$ cat src/include/tcd_pkg.sv
// package: register map, field layout and reset values of the timer block
package tcd_pkg;
   // register byte offsets
   localparam logic [7:0] CTRL_OFS = 8'h00;
   localparam logic [7:0] COUNT_OFS = 8'h04;
   localparam logic [7:0] PERIOD_OFS = 8'h08;
   localparam logic [7:0] STATUS_OFS = 8'h0c;
   // control field positions
   localparam int MODE_LSB = 0;
   localparam int DIV_LSB = 2;
   localparam int CLEAR_POS = 4;
   // reset values
   localparam logic [31:0] CTRL_RST = 32'h00000000;
   localparam logic [15:0] PERIOD_RST = 16'hffff;
   localparam logic [15:0] COUNT_RST = 16'h0000;
   localparam logic [2:0] DIVCNT_RST = 3'h0;
   // axi responses
   localparam logic [1:0] RESP_OKAY = 2'h0;
   localparam logic [1:0] RESP_SLVERR = 2'h2;
   // counting modes
   typedef enum logic [1:0] {MODE_STOP, MODE_UP, MODE_CONT, MODE_UPDOWN} tcd_mode_e;
endpackage

$ cat src/include/tcd_ctl_if.sv
// interface: control bundle from the register file to one timer core
`timescale 1ns/10ps
interface tcd_ctl_if;
   logic [1:0] mode;
   logic [1:0] divSel;
   logic [15:0] period;
   logic clearPulse;
   logic [15:0] count;
   logic down;
   modport regs (output mode, output divSel, output period, output clearPulse,
      input count, input down);
   modport core (input mode, input divSel, input period, input clearPulse,
      output count, output down);
endinterface

$ cat src/rtl/tcd_timer_core.sv
// one 16-bit timer: input divider, counter and latched direction
`timescale 1ns/10ps
module tcd_timer_core
(
   input wire logic clk_sys,
   input wire logic rst,
   tcd_ctl_if.core ctl
);
   logic [2:0] divCnt_q;
   logic [15:0] count_q;
   logic down_q;
   logic [2:0] divMax;
   logic tick;
   logic running;
   logic atTop;

   // divide ratio 1,2,4,8; the ratio itself is never touched by clear
   assign divMax = (3'h1 << ctl.divSel) - 3'h1;
   assign tick = (divCnt_q == divMax);
   assign running = (ctl.mode != tcd_pkg::MODE_STOP);
   assign atTop = (count_q == ctl.period);

   // divider counter, restarted by the clear pulse
   always_ff @(posedge clk_sys)
   begin
      if (rst || ctl.clearPulse)
         divCnt_q <= tcd_pkg::DIVCNT_RST;
      else if (running)
         divCnt_q <= tick ? tcd_pkg::DIVCNT_RST : divCnt_q + 3'h1;
   end

   // counter and direction latch; direction is held while stopped
   always_ff @(posedge clk_sys)
   begin
      if (rst || ctl.clearPulse)
      begin
         count_q <= tcd_pkg::COUNT_RST;
         down_q <= 1'b0;
      end
      else if (running && tick)
      begin
         unique case (ctl.mode)
            tcd_pkg::MODE_UP: count_q <= atTop ? 16'h0000 : count_q + 16'h0001;
            tcd_pkg::MODE_CONT: count_q <= count_q + 16'h0001;
            tcd_pkg::MODE_UPDOWN:
            begin
               if (!down_q && atTop)
               begin
                  down_q <= 1'b1;
                  count_q <= count_q - 16'h0001;
               end
               else if (down_q && count_q == 16'h0000)
               begin
                  down_q <= 1'b0;
                  count_q <= 16'h0001;
               end
               else
                  count_q <= down_q ? count_q - 16'h0001 : count_q + 16'h0001;
            end
            default: count_q <= count_q;
         endcase
      end
   end

   assign ctl.count = count_q;
   assign ctl.down = down_q;
endmodule // tcd_timer_core

$ cat src/rtl/tcd_timer_pair.sv
// top: axi4-lite register file over two identical timers
`timescale 1ns/10ps
//--------------------------------------------------------------
// How it works
// - setting a timer's clear bit zeroes its count register.
// - clear restarts the divider's internal count but keeps the divide ratio.
// - clear resets the latched direction so counting next goes upward.
// - the direction is held while halted and resumes unchanged without a clear.
// - the clear bit self-clears and always reads back as zero.
//--------------------------------------------------------------
module tcd_timer_pair
(
   input wire logic clk_sys,
   input wire logic rst,
   input wire logic [7:0] s_axi_awaddr,
   input wire logic s_axi_awvalid,
   output logic s_axi_awready,
   input wire logic [31:0] s_axi_wdata,
   input wire logic [3:0] s_axi_wstrb,
   input wire logic s_axi_wvalid,
   output logic s_axi_wready,
   output logic [1:0] s_axi_bresp,
   output logic s_axi_bvalid,
   input wire logic s_axi_bready,
   input wire logic [7:0] s_axi_araddr,
   input wire logic s_axi_arvalid,
   output logic s_axi_arready,
   output logic [31:0] s_axi_rdata,
   output logic [1:0] s_axi_rresp,
   output logic s_axi_rvalid,
   input wire logic s_axi_rready
);
   //--------------------------------------------------------------
   // write channel capture
   //--------------------------------------------------------------
   logic awHave_q;
   logic wHave_q;
   logic [7:0] awAddr_q;
   logic [31:0] wData_q;
   logic [3:0] wStrb_q;
   logic doWrite;
   logic [31:0] ctrl_q [2];
   logic [15:0] period_q [2];
   logic clr_q [2];
   tcd_ctl_if ctl[2] ();

   logic awHave_d;
   logic wHave_d;
   logic bValid_d;

   // slot and response state one edge ahead, so the readies can come from flops
   assign doWrite = awHave_q && wHave_q && !s_axi_bvalid;
   assign awHave_d = (s_axi_awvalid && s_axi_awready) || (awHave_q && !doWrite);
   assign wHave_d = (s_axi_wvalid && s_axi_wready) || (wHave_q && !doWrite);
   assign bValid_d = doWrite || (s_axi_bvalid && !s_axi_bready);

   // address and data taken in either order, held until both present
   always_ff @(posedge clk_sys)
   begin
      if (rst)
      begin
         awHave_q <= 1'b0;
         wHave_q <= 1'b0;
         s_axi_awready <= 1'b1;
         s_axi_wready <= 1'b1;
         awAddr_q <= 8'h00;
         wData_q <= 32'h00000000;
         wStrb_q <= 4'h0;
      end
      else
      begin
         if (s_axi_awvalid && s_axi_awready)
         begin
            awHave_q <= 1'b1;
            awAddr_q <= s_axi_awaddr;
         end
         else if (doWrite)
            awHave_q <= 1'b0;
         if (s_axi_wvalid && s_axi_wready)
         begin
            wHave_q <= 1'b1;
            wData_q <= s_axi_wdata;
            wStrb_q <= s_axi_wstrb;
         end
         else if (doWrite)
            wHave_q <= 1'b0;
         // ready while the slot is empty and no response is waiting
         s_axi_awready <= !awHave_d && !bValid_d;
         s_axi_wready <= !wHave_d && !bValid_d;
      end
   end

   //--------------------------------------------------------------
   // address decode: bit 4 selects the timer, bits 3:2 the register
   //--------------------------------------------------------------
   logic wTmr;
   logic [7:0] wOfs;
   logic wHit;
   logic rTmr;
   logic [7:0] rOfs;
   logic rHit;
   assign wTmr = awAddr_q[4];
   assign wOfs = {3'h0, awAddr_q[3:0]};
   assign wHit = (awAddr_q[7:5] == 3'h0) && (awAddr_q[1:0] == 2'h0);
   assign rTmr = s_axi_araddr[4];
   assign rOfs = {3'h0, s_axi_araddr[3:0]};
   assign rHit = (s_axi_araddr[7:5] == 3'h0) && (s_axi_araddr[1:0] == 2'h0);

   // write response: unaligned or out-of-range addresses answer slverr
   always_ff @(posedge clk_sys)
   begin
      if (rst)
      begin
         s_axi_bvalid <= 1'b0;
         s_axi_bresp <= tcd_pkg::RESP_OKAY;
      end
      else if (doWrite)
      begin
         s_axi_bvalid <= 1'b1;
         s_axi_bresp <= wHit ? tcd_pkg::RESP_OKAY : tcd_pkg::RESP_SLVERR;
      end
      else if (s_axi_bready)
         s_axi_bvalid <= 1'b0;
   end

   //--------------------------------------------------------------
   // per-timer registers and cores
   //--------------------------------------------------------------
   genvar t;
   generate
      for (t = 0; t < 2; t++)
      begin : gTmr
         logic sel;
         logic ctrlWr;
         logic perWr;
         assign sel = doWrite && wHit && (wTmr == 1'(t));
         assign ctrlWr = sel && (wOfs == tcd_pkg::CTRL_OFS);
         assign perWr = sel && (wOfs == tcd_pkg::PERIOD_OFS);

         // control and period; clear bit is not stored, only pulsed
         always_ff @(posedge clk_sys)
         begin
            if (rst)
            begin
               ctrl_q[t] <= tcd_pkg::CTRL_RST;
               period_q[t] <= tcd_pkg::PERIOD_RST;
               clr_q[t] <= 1'b0;
            end
            else
            begin
               if (ctrlWr && wStrb_q[0])
                  ctrl_q[t] <= {28'h0000000, wData_q[3:0]};
               if (perWr && wStrb_q[0])
                  period_q[t][7:0] <= wData_q[7:0];
               if (perWr && wStrb_q[1])
                  period_q[t][15:8] <= wData_q[15:8];
               clr_q[t] <= ctrlWr && wStrb_q[0] && wData_q[tcd_pkg::CLEAR_POS];
            end
         end

         assign ctl[t].mode = ctrl_q[t][tcd_pkg::MODE_LSB +: 2];
         assign ctl[t].divSel = ctrl_q[t][tcd_pkg::DIV_LSB +: 2];
         assign ctl[t].period = period_q[t];
         assign ctl[t].clearPulse = clr_q[t];

         tcd_timer_core uCore
         (
            .clk_sys(clk_sys),
            .rst(rst),
            .ctl(ctl[t])
         );
      end
   endgenerate

   //--------------------------------------------------------------
   // read channel: one read at a time, data registered
   //--------------------------------------------------------------
   logic [31:0] rSel [2];
   logic [31:0] rWord;
   // clear bit never stored, so ctrl reads zero there
   assign rSel[0] = (rOfs == tcd_pkg::CTRL_OFS) ? ctrl_q[0] :
      (rOfs == tcd_pkg::COUNT_OFS) ? {16'h0000, ctl[0].count} :
      (rOfs == tcd_pkg::PERIOD_OFS) ? {16'h0000, period_q[0]} :
      {31'h00000000, ctl[0].down};
   assign rSel[1] = (rOfs == tcd_pkg::CTRL_OFS) ? ctrl_q[1] :
      (rOfs == tcd_pkg::COUNT_OFS) ? {16'h0000, ctl[1].count} :
      (rOfs == tcd_pkg::PERIOD_OFS) ? {16'h0000, period_q[1]} :
      {31'h00000000, ctl[1].down};
   assign rWord = rHit ? rSel[rTmr] : 32'h00000000;

   // read response register
   always_ff @(posedge clk_sys)
   begin
      if (rst)
      begin
         s_axi_rvalid <= 1'b0;
         s_axi_arready <= 1'b1;
         s_axi_rdata <= 32'h00000000;
         s_axi_rresp <= tcd_pkg::RESP_OKAY;
      end
      else if (s_axi_arvalid && s_axi_arready)
      begin
         s_axi_rvalid <= 1'b1;
         s_axi_arready <= 1'b0; // one read at a time
         s_axi_rdata <= rWord;
         s_axi_rresp <= rHit ? tcd_pkg::RESP_OKAY : tcd_pkg::RESP_SLVERR;
      end
      else if (s_axi_rready)
      begin
         s_axi_rvalid <= 1'b0;
         s_axi_arready <= 1'b1;
      end
   end
endmodule // tcd_timer_pair

$ cat config.mk
export PLATFORM = sky130hd
export DESIGN_NAME = tcd_timer_pair
export DESIGN_NICKNAME = d
export VERILOG_FILES = /design/src/include/tcd_pkg.sv /design/src/include/tcd_ctl_if.sv /design/src/rtl/tcd_timer_core.sv /design/src/rtl/tcd_timer_pair.sv
export SDC_FILE = /design/constraint.sdc
export NUM_CORES = 1
export LEC_CHECK = 0
export BUFFER_PORTS_ARGS = -buffer_cell sky130_fd_sc_hd__buf_2
export CAP_MARGIN = 5
export CORE_MARGIN = 3
export CORE_UTILIZATION = 55
export CTS_CLUSTER_DIAMETER = 30
export DETAILED_ROUTE_END_ITERATION = 7
export PLACE_DENSITY_LB_ADDON = 0.08
export SLEW_MARGIN = 10
export SYNTH_ARGS = -nofsm -noshare
export SYNTH_HDL_FRONTEND = slang
export SYNTH_HIERARCHICAL = 1
export SYNTH_SLANG_ARGS = --single-unit
export TNS_END_PERCENT = 30
$ cat constraint.sdc
create_clock -name clk_sys -period 4 [get_ports clk_sys]
set_input_delay 0.2 -clock clk_sys [delete_from_list [all_inputs] [get_ports clk_sys]]
set_output_delay 0.2 -clock clk_sys [all_outputs]
set_load 0.01 [all_outputs]
==> impl_metrics.json <==
{
  "dieArea_sq_um": 16000,
  "antenna_found_initial": 0,
  "power_density_nw_per_um2": 389,
  "clock-root-buffer": "clkbuf_16",
  "coreArea_sq_um": 14000,
  "hold-path-endpoint": "wData_q[13]$_SDFFE_PP0P_",
  "report.final.slew_viol_count": 0,
  "cp-start-kind": "register",
  "grt_pass1_wl_microns": 34300,
  "avgViaCountPerCell": 6.20,
  "synth_edf_count": 40,
  "post-route-worst-setup-slack_ns": 0.997,
  "worstHoldStart": "s_axi_wdata[13]",
  "crit_required_ns": 4.36,
  "ys_ff_latch": 133,
  "worst_r2r_path_depth": 7,
  "post-place-ws_ns": 1.03,
  "core.rowCount": 43,
  "endpoint_kind": "register",
  "wl_microns": 21400,
  "yosysMostFrequentCell": "nand2_1",
  "final-seq-area_sq_um": 3060,
  "tritoncts": "done",
  "grt_pass1_vias": 6598,
  "setup_viol": 0,
  "crit_fanout": 13,
  "ff2ff_setup_slack_ns": 1.0,
  "clock_sinks": 133,
  "cts_buffer_depth": 2,
  "post-route-period-util_pct": 75.1,
  "total_power_mw": 3.51,
  "syn_area_sq_um": 7990,
  "routedWlPerCell_microns": 18.3,
  "finalInstanceArea_sq_um": 9020,
  "drc": 0,
  "drive_gt1_share_pct": 14.6,
  "rr_startpoint": "gTmr[1].uCore/ctl.count[2]$_SDFFE_PP0P_",
  "ys_warn_count": 6,
  "syn-mean-instance-area_sq_um": 8.55,
  "max_freq_ghz": 0.333,
  "die_y_microns": 127,
  "place.gp.congestion": 0.930,
  "drt_iter0_markers": 823,
  "port_buffers": 63,
  "fin_skew_ns": 0.00918,
  "synth_commonest_cells": "nand2_1 (114), dfxtp_1 (93), a21oi_1 (68)",
  "worst_slew_pin_slew_ns": 1.19,
  "critPathKind": "reg -> reg",
  "synthDistinctLibCells": 87,
  "grt-ovfl-total": 0,
  "grt_max_degree": 45,
  "pin_count": 100,
  "cts_buffers": 17,
  "multi_input_area_sq_um": 4450,
  "cp.arrival_ns": 3.37,
  "p_leak_nw": 3.22,
  "fin_crit_ns": 3.00,
  "vias": 7267,
  "start_util_pct": 56.9,
  "cap_violations": 0,
  "htreeDepth": 4,
  "min_path_type": "in -> reg",
  "slew_headroom_pct": 20.3,
  "clk_latency_ns": 0.44,
  "cts_setup_buffers": 0,
  "nFillCells": 1204,
  "track_usage_pct": 26.7,
  "synth.top_cell.area_share_pct": 23.3,
  "grt_setup_unrepaired": "no",
  "synth_largest_area_cell": "dfxtp_1",
  "nets": 1045,
  "yosys-top-cells-area": "dfxtp_1 (23%), edfxtp_1 (15%), nand2_1 (5.4%)",
  "ir_drop_v": 0.000347,
  "worstReg2RegEnd": "gTmr[1].uCore/ctl.count[15]$_SDFFE_PP0P_",
  "clk_pin_slew_worst_paths_ns": 0.06,
  "status": "finished clean",
  "postSynth.asyncResetShare_pct": 0,
  "die_w_microns": 127,
  "hpwl_microns": 15300,
  "drtPass1Iterations": 6,
  "ys_seq_area_share_pct": 38.3,
  "finalHoldViolations": 0,
  "syn_inst": 935,
  "fin_util_pct": 64.2,
  "syn_to_final_growth_pct": 12.9,
  "fin_setup_tns_ns": 0,
  "drtAntennaViolNets": 0,
  "placedInstanceArea_sq_um": 8240,
  "whs_path_depth": 3,
  "diodes": 0,
  "synthFlopType": "dfxtp_1"
}
[critical path: stages (launching register included)]
cell	delay (ns)
dfxtp_1	0.57
xnor2_1	0.20
nand4_1	0.17
nor4_4	0.56
o2111ai_1	0.48
o32a_1	0.48
or3_1	0.31
a21oi_1	0.14
[what timing repair did]
item                                   4_1_cts  5_1_grt
endpoints found under the hold margin       17        0
hold buffers                                17        0
resized for setup                            0        0
[metal layers]
layer	track usage, %	part of all wire [%]	vias to the layer above
met5	0	0	-
met4	7.70	1.6	0
li1	-	-	3467
met3	6.27	8.3	30
met1	37.1	44	3433
met2	41.6	46	337
[metrics by stage]
stage          hold slack (ns)  instances
3_3_place_gp             0.433       1123
5_1_grt                 0.0256       1172
3_5_place_dp             0.433       1123
2_1_floorplan            0.333        952
6_report                0.0134       1172
4_1_cts               0.000771       1172
[power breakdown]
group / switching [mW] / internal [mW] / total (mW) / leakage [nW]
registers: 0.0583 / 1.42 / 1.48 / 1.06
clock network: 0.672 / 0.948 / 1.62 / 0.298
logic: 0.247 / 0.160 / 0.407 / 1.87
total: 0.977 / 2.53 / 3.51 / 3.22
[layout by cell type, fill, tap and decap left out, types with 17 or more instances in the layout]
| cell | count |
|---|---|
| a22oi_1 | 20 |
| conb_1 | 18 |
| edfxtp_1 | 40 |
| a21oi_1 | 68 |
| nand4_1 | 20 |
| and2_1 | 21 |
| nand3_1 | 28 |
| dfxtp_1 | 93 |
| xnor2_1 | 39 |
| a221oi_1 | 17 |
| o21ai_1 | 22 |
| o21ai_0 | 37 |
| nand2b_1 | 46 |
| buf_2 | 63 |
| nor2_1 | 50 |
| nor3_1 | 23 |
| inv_1 | 18 |
| nand2_1 | 114 |
| dlygate4sd3_1 | 17 |
| clkbuf_16 | 17 |
[sequential cells by signal (all words and copies together), names as in the netlist, 2 cells and up]
name,flops
gTmr.uCore/divCnt_q,6
gTmr.uCore/ctl.down,2
wStrb_q,2
ctrl_q,8
period_q,32
gTmr.uCore/ctl.count,32
s_axi_rdata,16
wData_q,16
clr_q,2
awAddr_q,8
[cells by family (layout without fill, tap and decap cells)]
group,Yosys count,count (layout),share of synthesized area [%]
compound gates,261,261,22.3
xor+xnor,44,44,4.92
fa+ha+maj,7,7,1.10
buf+inv,107,147,6.78
flops,133,133,38.3
mux,6,6,0.783
other cells,1,18,0.0469
simple gates,376,376,25.8
[final cells by class]
| cell class | instances | area share (%) |
|---|---|---|
| Multi-Input combinational cell | 712 | 49.3 |
| Sequential cell | 133 | 34.0 |
| Timing Repair Buffer | 95 | 6.63 |
| Clock buffer | 17 | 4.72 |
| Tap cell | 180 | 2.50 |
| Clock inverter | 15 | 2.02 |
| Inverter | 20 | 0.832 |
[how the worst max path moves through the flow]
stage / startpoint / to / slack (ns) / cells after the start
floorplan: s_axi_bvalid$_SDFFE_PP0P_ / period_q[0][0]$_SDFFCE_PN1P_ / 1.63 / 4
global placement: gTmr[1].uCore/ctl.count[2]$_SDFFE_PP0P_ / gTmr[1].uCore/ctl.count[15]$_SDFFE_PP0P_ / 1.12 / 7
detailed placement: gTmr[1].uCore/ctl.count[2]$_SDFFE_PP0P_ / gTmr[1].uCore/ctl.count[15]$_SDFFE_PP0P_ / 1.03 / 7
CTS: gTmr[1].uCore/ctl.count[2]$_SDFFE_PP0P_ / gTmr[1].uCore/ctl.count[15]$_SDFFE_PP0P_ / 0.99 / 7
global route: gTmr[1].uCore/ctl.count[2]$_SDFFE_PP0P_ / gTmr[1].uCore/ctl.count[4]$_SDFFE_PP0P_ / 0.70 / 8
finish: gTmr[1].uCore/ctl.count[2]$_SDFFE_PP0P_ / gTmr[1].uCore/ctl.count[15]$_SDFFE_PP0P_ / 1.0 / 7
Power figures use the tool's default switching activity.
